<file path="config.mk">
export PLATFORM = sky130hd
export DESIGN_NAME = charger_control_register_bank
export DESIGN_NICKNAME = d
export VERILOG_FILES = /design/src/charger_regs_pkg.sv /design/src/charger_control_register_bank.sv
export VERILOG_INCLUDE_DIRS = /design/src
export SDC_FILE = /design/constraint.sdc
export NUM_CORES = 1
export LEC_CHECK = 0
export BUFFER_PORTS_ARGS = -buffer_cell sky130_fd_sc_hd__buf_2
export CORE_MARGIN = 2
export CORE_UTILIZATION = 45
export CTS_BUF_LIST = sky130_fd_sc_hd__clkbuf_4 sky130_fd_sc_hd__clkbuf_8
export DETAILED_ROUTE_END_ITERATION = 8
export HOLD_SLACK_MARGIN = 0.12
export PLACE_DENSITY = 0.68
export SYNTH_ARGS = -nofsm -noshare
export SYNTH_HDL_FRONTEND = slang
export SYNTH_SLANG_ARGS = --single-unit
</file>
<file path="constraint.sdc">
create_clock -name ref_clk_i -period 3.3 [get_ports ref_clk_i]
set_clock_uncertainty 0.2 [all_clocks]
set_input_delay 0.165 -clock ref_clk_i [delete_from_list [all_inputs] [get_ports ref_clk_i]]
set_output_delay 0.165 -clock ref_clk_i [all_outputs]
set_load 0.1 [all_outputs]
</file>
<file path="src/charger_regs_defines.svh">
// Register offsets, field positions, reset values and timing for the
// charger control register bank. Definitions only.
`ifndef CHARGER_REGS_DEFINES_SVH
`define CHARGER_REGS_DEFINES_SVH

// ****************************************
// Offsets
// ****************************************
`define CC_ADDR_CTRL_STATUS 8'h00
`define CC_ADDR_CTRL_CONFIG 8'h01
`define CC_ADDR_FLOAT 8'h02
`define CC_ADDR_IDENT 8'h03
`define CC_ADDR_IDENT_ALT 8'h3B
`define CC_ADDR_CURRENT 8'h04
`define CC_ADDR_LIMITED 8'h05
`define CC_ADDR_SAFETY 8'h06
`define CC_ADDR_MONITOR 8'h10

// ****************************************
// Reset values
// ****************************************
`define CC_RST_IND_ENABLE 1'h1
`define CC_RST_CTRL_CONFIG 8'h30
`define CC_RST_FLOAT 8'h08
`define CC_RST_CURRENT 8'h09
`define CC_RST_LIMITED 8'h04
`define CC_RST_SAFETY 8'h40

// ****************************************
// Field positions and codes
// ****************************************
`define CC_BIT_COMMAND 7
`define CC_BIT_THERMAL 4
`define CC_STATE_CHARGING 2'h1
`define CC_STATE_FAULT 2'h3
`define CC_ZERO_BYTE 8'h00

// ****************************************
// Timing
// ****************************************
`define CC_CLK_PERIOD_NS 25
`define CC_BLINK_HALF_NS 1000000

`endif

</file>
<file path="src/charger_regs_pkg.sv">
// Types shared by the charger control register bank.
// Assumes the analog side delivers its flags already synchronous.
package charger_regs_pkg;

    typedef enum logic [1:0] {
        SENSE_FIELD,
        SENSE_FIXED_34MV,
        SENSE_THERMAL_22MV
    } sense_mode_t;

    typedef struct packed {
        logic host_mode_pin;
        logic [1:0] charge_state;
        logic boost_active;
        logic [2:0] fault_code;
        logic limited_source_found;
        logic disable_pin;
        logic thermal_high;
        logic [7:0] monitor;
    } status_in_t;

    typedef struct packed {
        logic [1:0] input_current_cap;
        logic [1:0] weak_battery_level;
        logic charge_cutoff_allow;
        logic charger_off;
        logic high_impedance_select;
        logic boost_request;
        logic [5:0] float_voltage;
        logic [2:0] fast_charge_current;
        logic [2:0] end_current_level;
        logic aux_regulator_off;
        logic [2:0] limited_source_hold_voltage;
        sense_mode_t sense_mode;
    } config_out_t;

endpackage : charger_regs_pkg

</file>
<file path="src/charger_control_register_bank.sv">
// Control and status register bank of a single-cell charger.
// Assumes a serial protocol engine in front that issues one-cycle
// read and write strobes with an 8-bit register address.
//
// Function
// - Control bit 7 written one kicks the safety timer; zero is ignored.
// - Reading control bit 7 returns the host-mode pin level.
// - Indicator low while charging only if enabled; faults still pulse it.
// - Control bit 3 reads one while in boost mode.
// - Control bits 2:0 report the mode-dependent fault code.
// - Config bits 7:6 are the read-write input current cap.
// - Config bits 5:4 select the weak battery level 3.4 to 3.7 V.
// - Config bit 3 allows termination on minimum current.
// - Config bit 1 set selects high-impedance mode.
// - Float voltage bits 7:2 in 20 mV steps, default 000010.
// - Identification is read-only: supplier, part and revision codes.
// - Current bit 7 written one restores defaults but safety; reads one.
// - Current bits 6:4 select the fast-charge current.
// - Current bits 2:0 select end current; bit 3 reads one.
// - Limited-source bit 6 set switches the auxiliary regulator off.
// - Limited-source bit 5 set fixes the sense target at 34 mV unless the thermal limit applies.
// - Limited-source bit 4 reads the limited-source detection flag.
// - Limited-source bits 2:0 select the input hold voltage.
// - Safety bits 6:4 cap the fast-charge current used.
// - Safety bits 3:0 cap the float voltage used; bit 7 reads zero.
// - Monitor bit 4 is thermal; alone it limits sense to 22.1 mV.
// - Monitor bit 0 is the float loop, bit 1 the input supply flag.
// - Monitor bits are live, without debouncing.
`timescale 1ns/1ps
`include "charger_regs_defines.svh"

module charger_control_register_bank
    import charger_regs_pkg::*;
#(
    parameter int BLINK_CYCLES = `CC_BLINK_HALF_NS / `CC_CLK_PERIOD_NS,
    parameter logic [2:0] SUPPLIER_CODE = 3'h2,
    parameter logic [2:0] PART_CODE = 3'h3,
    parameter logic [1:0] STEP_CODE = 2'h1
) (
    input wire logic ref_clk_i,
    input wire logic sys_rst_i,
    input wire logic reg_wr_i,
    input wire logic reg_rd_i,
    input wire logic [7:0] reg_addr_i,
    input wire logic [7:0] reg_wdata_i,
    input wire status_in_t status_i,
    output logic [7:0] reg_rdata_o,
    output logic reg_rvalid_o,
    output logic safety_timer_kick_o,
    output config_out_t config_o,
    output logic [2:0] current_used_o,
    output logic [5:0] float_used_o,
    output logic indicator_out_o,
    output logic indicator_oe_n_o
);
    // Supplier, part and step codes are arbitrary neutral values.

    // ****************************************
    // Address decode
    // ****************************************
    wire sel_ctrl0 = reg_addr_i == `CC_ADDR_CTRL_STATUS;
    wire sel_ctrl1 = reg_addr_i == `CC_ADDR_CTRL_CONFIG;
    wire sel_float = reg_addr_i == `CC_ADDR_FLOAT;
    wire sel_ident = (reg_addr_i == `CC_ADDR_IDENT)
                  || (reg_addr_i == `CC_ADDR_IDENT_ALT);
    wire sel_curr = reg_addr_i == `CC_ADDR_CURRENT;
    wire sel_limit = reg_addr_i == `CC_ADDR_LIMITED;
    wire sel_safety = reg_addr_i == `CC_ADDR_SAFETY;
    wire sel_mon = reg_addr_i == `CC_ADDR_MONITOR;

    wire cmd_bit = reg_wdata_i[`CC_BIT_COMMAND];
    wire wr_ctrl0 = reg_wr_i && sel_ctrl0;
    wire wr_ctrl1 = reg_wr_i && sel_ctrl1;
    wire wr_float = reg_wr_i && sel_float;
    wire wr_curr = reg_wr_i && sel_curr;
    wire wr_limit = reg_wr_i && sel_limit;
    wire wr_safety = reg_wr_i && sel_safety;
    // A defaults command wins over any field data in the same byte.
    wire param_reset = wr_curr && cmd_bit;

    // ****************************************
    // Storage
    // ****************************************
    logic ind_enable;
    logic [7:0] ctrl1;
    logic [7:0] float_reg;
    logic [5:0] curr_fields;
    logic [3:0] limit_fields;
    logic [6:0] safety_fields;

    always_ff @(posedge ref_clk_i or posedge sys_rst_i) begin
        if (sys_rst_i) begin
            ind_enable <= `CC_RST_IND_ENABLE;
            ctrl1 <= `CC_RST_CTRL_CONFIG;
            float_reg <= `CC_RST_FLOAT;
        end else if (param_reset) begin
            ind_enable <= `CC_RST_IND_ENABLE;
            ctrl1 <= `CC_RST_CTRL_CONFIG;
            float_reg <= `CC_RST_FLOAT;
        end else begin
            if (wr_ctrl0) begin
                ind_enable <= reg_wdata_i[6];
            end
            if (wr_ctrl1) begin
                ctrl1 <= reg_wdata_i;
            end
            if (wr_float) begin
                float_reg <= reg_wdata_i;
            end
        end
    end

    localparam logic [7:0] CURR_RST = `CC_RST_CURRENT;
    localparam logic [7:0] LIMIT_RST = `CC_RST_LIMITED;
    localparam logic [7:0] SAFETY_RST = `CC_RST_SAFETY;

    always_ff @(posedge ref_clk_i or posedge sys_rst_i) begin
        if (sys_rst_i) begin
            curr_fields <= {CURR_RST[6:4], CURR_RST[2:0]};
            limit_fields <= {LIMIT_RST[6:5], LIMIT_RST[2:1]};
        end else if (param_reset) begin
            curr_fields <= {CURR_RST[6:4], CURR_RST[2:0]};
            limit_fields <= {LIMIT_RST[6:5], LIMIT_RST[2:1]};
        end else begin
            if (wr_curr) begin
                curr_fields <= {reg_wdata_i[6:4], reg_wdata_i[2:0]};
            end
            if (wr_limit) begin
                limit_fields <= {reg_wdata_i[6:5], reg_wdata_i[2:1]};
            end
        end
    end

    // The lowest hold-voltage bit is kept apart from its two upper bits in limit_fields.
    logic vsp_low;
    always_ff @(posedge ref_clk_i or posedge sys_rst_i) begin
        if (sys_rst_i) begin
            vsp_low <= LIMIT_RST[0];
        end else if (param_reset) begin
            vsp_low <= LIMIT_RST[0];
        end else if (wr_limit) begin
            vsp_low <= reg_wdata_i[0];
        end
    end

    // The safety register is spared by the defaults command.
    always_ff @(posedge ref_clk_i or posedge sys_rst_i) begin
        if (sys_rst_i) begin
            safety_fields <= SAFETY_RST[6:0];
        end else if (wr_safety) begin
            safety_fields <= reg_wdata_i[6:0];
        end
    end

    // ****************************************
    // Read mux
    // ****************************************
    wire [7:0] rd_ctrl0 = {status_i.host_mode_pin,
                           ind_enable,
                           status_i.charge_state,
                           status_i.boost_active,
                           status_i.fault_code};
    wire [7:0] rd_ident = {SUPPLIER_CODE, PART_CODE, STEP_CODE};
    wire [7:0] rd_curr = {1'b1, curr_fields[5:3],
                          1'b1, curr_fields[2:0]};
    wire [7:0] rd_limit = {1'b0, limit_fields[3:2],
                           status_i.limited_source_found,
                           status_i.disable_pin,
                           limit_fields[1:0], vsp_low};
    wire [7:0] rd_safety = {1'b0, safety_fields};
    wire [7:0] rd_mon = status_i.monitor;

    wire [7:0] rd_mux = sel_ctrl0 ? rd_ctrl0
                      : sel_ctrl1 ? ctrl1
                      : sel_float ? float_reg
                      : sel_ident ? rd_ident
                      : sel_curr ? rd_curr
                      : sel_limit ? rd_limit
                      : sel_safety ? rd_safety
                      : sel_mon ? rd_mon
                      : `CC_ZERO_BYTE;

    always_ff @(posedge ref_clk_i or posedge sys_rst_i) begin
        if (sys_rst_i) begin
            reg_rdata_o <= `CC_ZERO_BYTE;
            reg_rvalid_o <= 1'b0;
        end else begin
            reg_rvalid_o <= reg_rd_i;
            if (reg_rd_i) begin
                reg_rdata_o <= rd_mux;
            end
        end
    end

    // ****************************************
    // Control outputs
    // ****************************************
    // The host pin only asks for boost while its gate bit is clear.
    wire pin_asks = !float_reg[0]
                 && (status_i.host_mode_pin == float_reg[1]);
    wire thermal_only = status_i.monitor[`CC_BIT_THERMAL]
                     && !status_i.thermal_high;
    wire [5:0] float_cap = {safety_fields[3:0], 2'b11};
    wire [2:0] req_current = curr_fields[5:3];
    wire [2:0] next_current = (req_current > safety_fields[6:4])
                            ? safety_fields[6:4] : req_current;
    wire [5:0] next_float = (float_reg[7:2] > float_cap)
                          ? float_cap : float_reg[7:2];
    sense_mode_t next_sense;
    assign next_sense = thermal_only ? SENSE_THERMAL_22MV
                      : limit_fields[2] ? SENSE_FIXED_34MV
                      : SENSE_FIELD;

    config_out_t next_config;
    always_comb begin
        next_config.input_current_cap = ctrl1[7:6];
        next_config.weak_battery_level = ctrl1[5:4];
        next_config.charge_cutoff_allow = ctrl1[3];
        next_config.charger_off = ctrl1[2];
        next_config.high_impedance_select = ctrl1[1];
        next_config.boost_request = ctrl1[0] || pin_asks;
        next_config.float_voltage = float_reg[7:2];
        next_config.fast_charge_current = req_current;
        next_config.end_current_level = curr_fields[2:0];
        next_config.aux_regulator_off = limit_fields[3];
        next_config.limited_source_hold_voltage =
            {limit_fields[1:0], vsp_low};
        next_config.sense_mode = next_sense;
    end

    always_ff @(posedge ref_clk_i or posedge sys_rst_i) begin
        if (sys_rst_i) begin
            config_o <= '0;
            current_used_o <= '0;
            float_used_o <= '0;
            safety_timer_kick_o <= 1'b0;
        end else begin
            config_o <= next_config;
            current_used_o <= next_current;
            float_used_o <= next_float;
            safety_timer_kick_o <= wr_ctrl0 && cmd_bit;
        end
    end

    // ****************************************
    // Charge indicator pin
    // ****************************************
    // A divider toggles the blink phase; a long period keeps the
    // fault pulses visible to a person, so sims should shorten it.
    logic [31:0] blink_count;
    logic blink_phase;
    wire blink_tick = blink_count == 32'(BLINK_CYCLES - 1);

    always_ff @(posedge ref_clk_i or posedge sys_rst_i) begin
        if (sys_rst_i) begin
            blink_count <= '0;
            blink_phase <= 1'b0;
        end else if (blink_tick) begin
            blink_count <= '0;
            blink_phase <= !blink_phase;
        end else begin
            blink_count <= blink_count + 32'h1;
        end
    end

    wire charging = status_i.charge_state == `CC_STATE_CHARGING;
    wire faulted = status_i.charge_state == `CC_STATE_FAULT;
    wire next_ind_low = (ind_enable && charging)
                     || (faulted && blink_phase);

    always_ff @(posedge ref_clk_i or posedge sys_rst_i) begin
        if (sys_rst_i) begin
            indicator_out_o <= 1'b0;
            indicator_oe_n_o <= 1'b1;
        end else begin
            indicator_out_o <= 1'b0;
            indicator_oe_n_o <= !next_ind_low;
        end
    end
endmodule : charger_control_register_bank

</file>
# --- After elaboration in Yosys (flattened, before gate mapping) ---
# Cells that the tools add are included.
totals:
  ff_bits: 114
  latch_bits: 0
  ram_bits: 0
  romBits: 0
  output_inout_bits: 47
  wordCells: 92
  memories: 0
classes:
  addsub: 1
  n_mul: 0
  n_div: 0
  order_cmp: 2
  n_eq_ne: 12
  shift: 0
  n_mux: 25
  bitwise: 0
  reduce_logical: 25
op_table:
  columns: ["cell", "n"]
  rows:
  - ["$mux 8", 12]
  - ["$add 32x1->32 const B", 1]
  - ["$eq 32x16->1 const B", 1]
  - ["$mux 32", 1]
  - ["$eq 8x3->1 const B", 3]
  - ["$mux 6", 3]
  - ["$eq 8x2->1 const B", 2]
  - ["$logic_and 1x1->1", 12]
  - ["$reduce_bool 2->1", 5]
  - ["$eq 8x1->1 const B", 1]
  - ["$eq 8x5->1 const B", 1]
  - ["$eq 8x6->1 const B", 1]
  - ["$logic_not 8->1", 1]
  - ["$mux 4", 2]
  - ["$gt 6x6->1", 1]
  - ["$mux 1", 5]
  - ["$logic_not 1->1", 4]
  - ["$gt 3x3->1", 1]
  - ["$logic_or 1x1->1", 3]
  - ["$mux 3", 1]
  - ["$eq 2x1->1 const B", 1]
  - ["$eq 2x2->1 const B", 1]
  - ["$mux 2", 1]
  - ["$eq 1x1->1", 1]

# --- Longest topological paths before layout ---
# Gate-level depths: netlist of run 1.
depth:
  word_depth: 9
  mapped_depth: 8
  ltp_nobuf: 7

# --- Least setup slack after synthesis of run 1 ---
# No wires, ideal clock.
synth_timing:
  kind: "reg-to-reg"
  start: "reg float_reg[6]"
  end: "reg float_used_o[2]"
  arrival_time_ns: 1.692
  required_time_ns: 2.975
  setup_slack_ns: 1.283
  stages_incl_launch_ff: 6
  n_path_buf: 0
  synth_period_minus_slack_ns: 2.017
  cell_sequence: "dfrtp_1 -> ha_1 -> a21o_1 -> a221oi_1 -> a41oi_1 -> mux2_2"
synth_between:
  elab_chain_len: 2
synth_rtl:
  columns: ["element", "line_no", "rtl"]
  rows:
  - ["start, declared", "charger_control_register_bank.sv:86", "logic [7:0] float_reg;"]
  - ["start signal, assigned", "charger_control_register_bank.sv:95", "float_reg <= `CC_RST_FLOAT;"]
  - ["start signal, assigned", "charger_control_register_bank.sv:99", "float_reg <= `CC_RST_FLOAT;"]
  - ["start signal, assigned", "charger_control_register_bank.sv:108", "float_reg <= reg_wdata_i;"]
  - ["$gt 6x6->1", "charger_control_register_bank.sv:207", "wire [5:0] next_float = (float_reg[7:2] > float_cap)"]
  - ["$mux 6", "charger_control_register_bank.sv:208", "? float_cap : float_reg[7:2];"]
  - ["named net next_float[2]", "charger_control_register_bank.sv:207", null]
  - ["end signal, assigned", "charger_control_register_bank.sv:240", "float_used_o <= next_float;"]
  - ["end, declared", "charger_control_register_bank.sv:52", "output logic [5:0] float_used_o,"]
# The timed path passes the listed nets, and every way through them passes these cells.
# A chain may end at the register's enable or synchronous reset.

# --- Worst setup path after layout of run 1 ---
layout_timing:
  start: "in reg_addr_i[0]"
  end: "reg reg_rdata_o[3]"
layout_between:
  elab_chain_len: 9
layout_rtl:
  columns: ["element", "line_no", "rtl"]
  rows:
  - ["start, declared", "charger_control_register_bank.sv:44", "input wire logic [7:0] reg_addr_i,"]
  - ["$eq 8x5->1 (no source line)", null, null]
  - ["$mux 8 (no source line) (7 in a row)", null, null]
  - ["$mux 8 (no source line) *", null, null]
  - ["end signal, assigned", "charger_control_register_bank.sv:185", "reg_rdata_o <= `CC_ZERO_BYTE;"]
  - ["end signal, assigned", "charger_control_register_bank.sv:190", "reg_rdata_o <= rd_mux;"]
  - ["end, declared", "charger_control_register_bank.sv:47", "output logic [7:0] reg_rdata_o,"]
# Mark *: on every way between the ends. The rest lies on a longest branch, timed or not.

==> out/metrics.csv, run 1 <==
stage;metric;value;unit
worst_setup_path;WS Path Type;input port to flip-flop;
worst_setup_path;Worst Path Max Fanout;19;
clock_tree;clock sink count;114;
clock_tree;TritonCTS Buffers;17;
hold_path;Worst Hold Class;input port to asynchronous set/reset pin;
worst_setup_path;CP Buf/Inv Count;3;
worst_setup_path;crit path cell chain;dlygate4sd3_1, buf_2, nor2b_1, o21ai_0, a32oi_1, o2bb2ai_1, dlygate4sd3_1;
timing;setup tns final;0;ns
drt;DRC errors left;0;
final_layout;Reg with most FFs;blink_count;
final_layout;ANT cells;0;
final_layout;commonest non-fill, non-tap cells in the layout;dfrtp_1, buf_2, nor2_1, nand2_1, dlygate4sd3_1;
worst_setup_path;endpoint kind of the worst setup timing path;flip-flop;
place;Routability Congestion;0.921;
pwr;IR drop worst, VDD;0.362;mV
floorplanning;full die area;12500;um2
clock_tree;setup repair bufs after CTS;0;
clock_tree;cts repair resizes;0;
logic_synthesis;Mapped Nets;519;
final_layout;fraction of layout cells with a size suffix above 1;25.5;%
logic_synthesis;Synth area leader;dfrtp_1;
global_routing;initial antenna violation count;0;
worst_setup_path;Worst EP arrival;3.06;ns
clock_tree;Worst-path clk slew;0.07;ns
logic_synthesis;Most used DFF post-synth;dfrtp_1;
timing;RSZ-0062 raised after global routing;no;
global_routing;first-pass GRT wire length;21900;um
floorplanning;core area;11400;um2
drt;DRT Wirelength;13300;um
final_layout;nets@finish;640;
logic_synthesis;sequential-to-total area share from yosys stat;55.0;%
logic_synthesis;EDFF count, synth;0;
final_layout;Non-Filler Instances;750;
place;number of instances in the placed design;685;
logic_synthesis;Synth warnings;0;
drt;DR vias;4104;
floorplanning;Ports;85;
final_layout;max reg flops;32;
final_layout;Top Registers;blink_count x32, config_o x26;
logic_synthesis;#FFs+latches synth;114;
clock_tree;H-tree lvl count;4;
drt;Final ANT Viol Nets;0;
worst_setup_path;slowest stage cell, crit path;nor2b_1;
clock_tree;TritonCTS clock tree;done;
place;Port Buffers;83;
global_routing;vias in the first global route;4192;
clock_tree;Max clock buf depth;2;
run;max cap viols;0;
clock_tree;clock root cell;clkbuf_8;
floorplanning;width of the chip;112;um
logic_synthesis;post-synth top area share;50.9;%
global_routing;grt ovf;0;
floorplanning;die height;112;um
global_routing;GRT Util Overall;22.7;%
timing;final hold vios;0;
timing;Slew Limit Fails;0;
logic_synthesis;post-synthesis cell area;5210;um2
place;DP HPWL;9340;um
final_layout;commonest non-fill, non-tap cell in the layout;dfrtp_1;
timing;Final WS setup;0.348;ns
worst_setup_path;Worst setup SP type;input port;
logic_synthesis;Synth async-reset ratio;100;%
drt;drt first pass iters;5;
worst_setup_path;worst stage delay on the critical path;0.76;ns
logic_synthesis;post-synthesis instance total;473;
global_routing;largest net degree at the start of global routing;92;
worst_setup_path;Worst EP required;3.41;ns
timing;post-route clock period utilization;89.4;%
floorplanning;Cell Rows;39;
place;DP Worst Slack;0.862;ns
worst_setup_path;most frequent CP cell;dlygate4sd3_1;
logic_synthesis;mean post-synth cell area;11.0;um2
logic_synthesis;leading post-synthesis cells by cell area;dfrtp_1, dfstp_2, mux2i_1;
final_layout;P&R area growth vs syn;24.1;%
pwr;leakage power;0.00324;uW
drt;Avg WL per Cell;17.8;um
status;status;finished, final reports clean;
timing;Slew HR;42.0;%
timing;minimum clock period;2.95;ns
drt;Starting DRT DRC Count;300;
timing;Max Freq;339;MHz
worst_setup_path;CP top delay family;buffers and inverters;
logic_synthesis;Yosys cell types;57;
drt;routed vias/inst;5.47;
timing;final setup fails;0;
timing;hold_ws;0.142;ns
pwr;Power per Cell Area;507;nW/um2
final_layout;final core area utilization;56.9;%
timing;worst slew pin tran;0.868;ns
floorplanning;starting density of the core;45.8;%
clock_tree;Worst-Skew Late Latency;0.42;ns
-- through the flow --
stage	instance area [um2]	power, uW
final	6460	3280
after global routing	6460	3400
after CTS	6460	3310
after detailed placement	5740	1990
after global placement	5740	1990
after floorplan	5210	1870
-- report_power, final --
group / switching [uW] / internal [uW] / leakage (uW)
clock: 588 / 696 / 0.000191
combinational: 383 / 118 / 0.00152
sequential: 36.2 / 1460 / 0.00153
total: 1010 / 2270 / 0.00324
-- layout make-up --
type                       count  area (um2)
clock inverter                13         136
sequential                   114        2860
multi-input combinational    324        2180
inverter                      17        67.6
clock buffer                  19         255
fill                        1002        4900
tap                          143         179
timing repair buffer         120         788
-- cell families (layout without fill, tap and decap cells) --
logic type	Yosys count	count (layout)	synth area share, %
AND/OR/NAND/NOR	175	175	17.8
flip-flops	114	114	55.0
AO/OA/AOI/OAI	75	75	9.85
multiplexers	35	35	7.06
buffers and inverters	35	169	3.27
XOR/XNOR	30	30	5.04
adder cells (fa/ha/maj)	8	8	1.92
other	1	1	0.0720
-- tightest hold or removal path, delay by kind of cell --
family | cells | cell delay, ns
buf+inv | 3 | 1.05
-- cells in the mapped netlist, types with 7 or more instances --
library cell	count
dfrtp_1	106
nor2_1	38
nand2_1	36
nand3_1	28
mux2i_1	21
xnor2_1	21
and3_1	17
a21oi_1	16
inv_1	16
o21ai_0	15
mux2_2	14
nand2b_1	11
clkbuf_1	9
nor3_1	9
xor2_1	9
dfstp_2	8
ha_1	8
nand4_1	7
-- repair_timing --
item,in CTS,in global routing
hold buffers,33,0
hold endpoints to repair,96,0
endpoints found under the setup margin,0,0
-- worst paths after layout --
| kind | start | slack, ns | to | depth (start not counted) |
|---|---|---|---|---|
| worst min register to register | ctrl1[5] | 0.22 | config_o[23] | 0 |
| worst min-delay path | sys_rst_i | 0.14 | safety_timer_kick_o | 3 |
| min in group ref_clk_i | status_i[0] | 0.20 | reg_rdata_o[0] | 4 |
| worst max register to register | blink_count[27] | 1.07 | blink_phase | 4 |
| max in group asynchronous | sys_rst_i | 1.91 | limit_fields[1] | 4 |
| worst max-delay path | reg_addr_i[0] | 0.35 | reg_rdata_o[3] | 7 |
-- layer usage --
| metal | global-route usage, % | vias to the layer above | wire, um |
|---|---|---|---|
| li1 | - | 1928 | - |
| met1 | 29.6 | 2028 | 5890 |
| met2 | 37.2 | 123 | 6520 |
| met3 | 5.61 | 25 | 598 |
| met4 | 8.07 | 0 | 328 |
| met5 | 0 | - | 0 |
Note: power is estimated with default switching activity, not from simulation.
==> run 2, diff against run 1 <==
- CORE_ASPECT_RATIO: not set -> 2
- CORE_MARGIN: 2 -> 5
==> run 2 against run 1 <==
Against the previous run: worst hold slack improved by 0.044 ns; core utilization grew 0.78 points; global-route usage rose by 1.1 points; sequential share of layout area down 0.54 points.
==> out/metrics.csv, run 2 (same netlist as run 1, synthesis figures left out) <==
stage;metric;value;unit;change
status;status;finished, final reports clean;;
final_layout;max reg flops;32;;unchanged
final_layout;Seq. cell area;2860;um2;unchanged
drt;Final ANT Viol Nets;0;;unchanged
pwr;Final Power;3490;uW;+6.5%
global_routing;GRT Util Overall;23.8;%;+1.1 points
clock_tree;CTS Hold Bufs;33;;unchanged
floorplanning;Ports;85;;unchanged
timing;worst slew pin tran;0.800;ns;-0.0689 ns
drt;routed vias/inst;5.55;;+1.4%
clock_tree;clock root cell;clkbuf_8;;
clock_tree;Worst-path clk slew;0.07;ns;about the same
pwr;Power per Cell Area;533;nW/um2;+5.2%
run;max cap viols;0;;unchanged
worst_setup_path;worst reg2reg setup slack;1.00;ns;-0.07 ns
clock_tree;setup repair bufs after CTS;0;;unchanged
final_layout;footprint of the multi-input gates;2180;um2;unchanged
drt;top layer in use;met4;;
floorplanning;core area;11400;um2;-0.13%
final_layout;commonest non-fill, non-tap cell in the layout;dfrtp_1;;
drt;Avg WL per Cell;20.6;um;+16%
timing;final hold vios;0;;unchanged
timing;RSZ-0062 raised after global routing;no;;
clock_tree;TritonCTS Buffers;17;;unchanged
pwr;leakage power;0.00329;uW;+1.7%
timing;post-route clock period utilization;84.9;%;-4.5 points
clock_tree;H-tree lvl count;4;;unchanged
timing;final setup fails;0;;unchanged
final_layout;ANT cells;0;;unchanged
clock_tree;Worst-Skew Late Latency;0.43;ns;about the same
worst_setup_path;worst stage delay on the critical path;0.58;ns;-0.18 ns
worst_setup_path;WS Path Type;input port to flip-flop;;
final_layout;nets@finish;643;;+0.47%
worst_setup_path;Worst EP arrival;2.91;ns;-0.15 ns
drt;drt first pass iters;6;;+1
place;Routability Congestion;0.951;;+3.4%
worst_setup_path;endpoint kind of the worst setup timing path;flip-flop;;
worst_setup_path;Worst EP required;3.41;ns;about the same
drt;DR vias;4174;;+1.7%
worst_setup_path;slowest stage cell, crit path;or4_1;;
global_routing;grt ovf;0;;unchanged
worst_setup_path;Worst Path Max Fanout;11;;-8
timing;Slew HR;46.6;%;+4.6 points
clock_tree;cts repair resizes;0;;unchanged
floorplanning;width of the chip;86.1;um;-23%
timing;Max Freq;357;MHz;+5.3%
clock_tree;TritonCTS clock tree;done;;
timing;setup tns final;0;ns;unchanged
drt;Starting DRT DRC Count;249;;-17%
place;DP HPWL;11400;um;+22%
floorplanning;Cell Rows;55;;+41%
pwr;IR drop worst, VDD;0.348;mV;-4.0%
final_layout;P&R area growth vs syn;25.7;%;
global_routing;vias in the first global route;4598;;+9.7%
drt;routed length on met2;8560;um;+31%
worst_setup_path;crit path cell chain;dlygate4sd3_1, buf_2, or4_1, nor3_4, nand3_1, a221oi_1, nor3_1, dlygate4sd3_1;;
global_routing;first-pass GRT wire length;24900;um;+14%
place;Port Buffers;83;;unchanged
floorplanning;die height;162;um;+45%
floorplanning;starting density of the core;45.9;%;+0.061 points
worst_setup_path;most frequent CP cell;dlygate4sd3_1;;
final_layout;fraction of layout cells with a size suffix above 1;25.9;%;+0.37 points
worst_setup_path;Worst setup SP type;input port;;
timing;minimum clock period;2.80;ns;-0.149 ns
clock_tree;Max clock buf depth;2;;unchanged
global_routing;initial antenna violation count;0;;unchanged
floorplanning;full die area;14000;um2;+12%
final_layout;commonest non-fill, non-tap cells in the layout;dfrtp_1, buf_2, nor2_1, nand2_1, dlygate4sd3_1;;
clock_tree;clock sink count;114;;unchanged
drt;wl on met1;5390;um;-8.4%
final_layout;Reg with most FFs;blink_count;;
drt;DRC errors left;0;;unchanged
global_routing;largest net degree at the start of global routing;81;;-12%
hold_path;Worst Hold Class;input port to flip-flop;;
timing;Slew Limit Fails;0;;unchanged
drt;WL met3;733;um;+23%
final_layout;Top Registers;blink_count x32, config_o x26;;
final_layout;number of fill cells;982;;-2.0%
drt;DRT Wirelength;15500;um;+16%
run 2: cell type report:
type	instances	area share, %
clock buffers	20	4.01
repair buffers	123	12.4
clock inverters	12	2.87
inverters	17	1.03
well taps	142	2.71
multi-input cells	324	33.2
flip-flops and latches	114	43.7
run 2: worst max-delay path, delay by kind of cell:
family | cells | cell delay [ns]
buf+inv | 3 | 1.23
simple gates | 4 | 1.20
compound gates | 1 | 0.31
run 2: per-stage QoR:
step / worst slack, ns / instances / area [um2] / utilization [%] / hold WS, ns
after detailed placement: 0.816 / 687 / 5760 / 50.8 / 0.114
after global placement: 0.881 / 687 / 5760 / 50.8 / 0.121
after CTS: 0.555 / 752 / 6550 / 57.6 / 0.145
final: 0.498 / 752 / 6550 / 57.6 / 0.185
after global routing: 0.357 / 752 / 6550 / 57.6 / 0.202
after floorplan: 1.28 / 473 / 5210 / - / -0.00357
run 2: per-layer routing:
layer  track usage [%]  vias up
li1                  -     1920
met1              24.4     2046
met2              42.8      152
met3              5.79       56
met4              13.3        0
met5                 0        -
run 2: power by group:
part	internal (uW)	leakage, uW	total [uW]	switching [uW]
clock network	927	0.000233	1480	555
registers	1460	0.00153	1490	36.6
logic	120	0.00153	516	395
run 2: worst paths after layout:
| path | startpoint | end | cells past startpoint |
|---|---|---|---|
| worst max-delay path | reg_addr_i[6] | reg_rdata_o[2] | 8 |
| worst min-delay path | status_i[0] | reg_rdata_o[0] | 4 |
| worst max register to register | safety_fields[2] | float_used_o[3] | 6 |
| worst min register to register | ctrl1[2] | config_o[20] | 0 |
| max in group asynchronous | sys_rst_i | float_reg[3] | 4 |
| min in group asynchronous | sys_rst_i | float_used_o[1] | 3 |
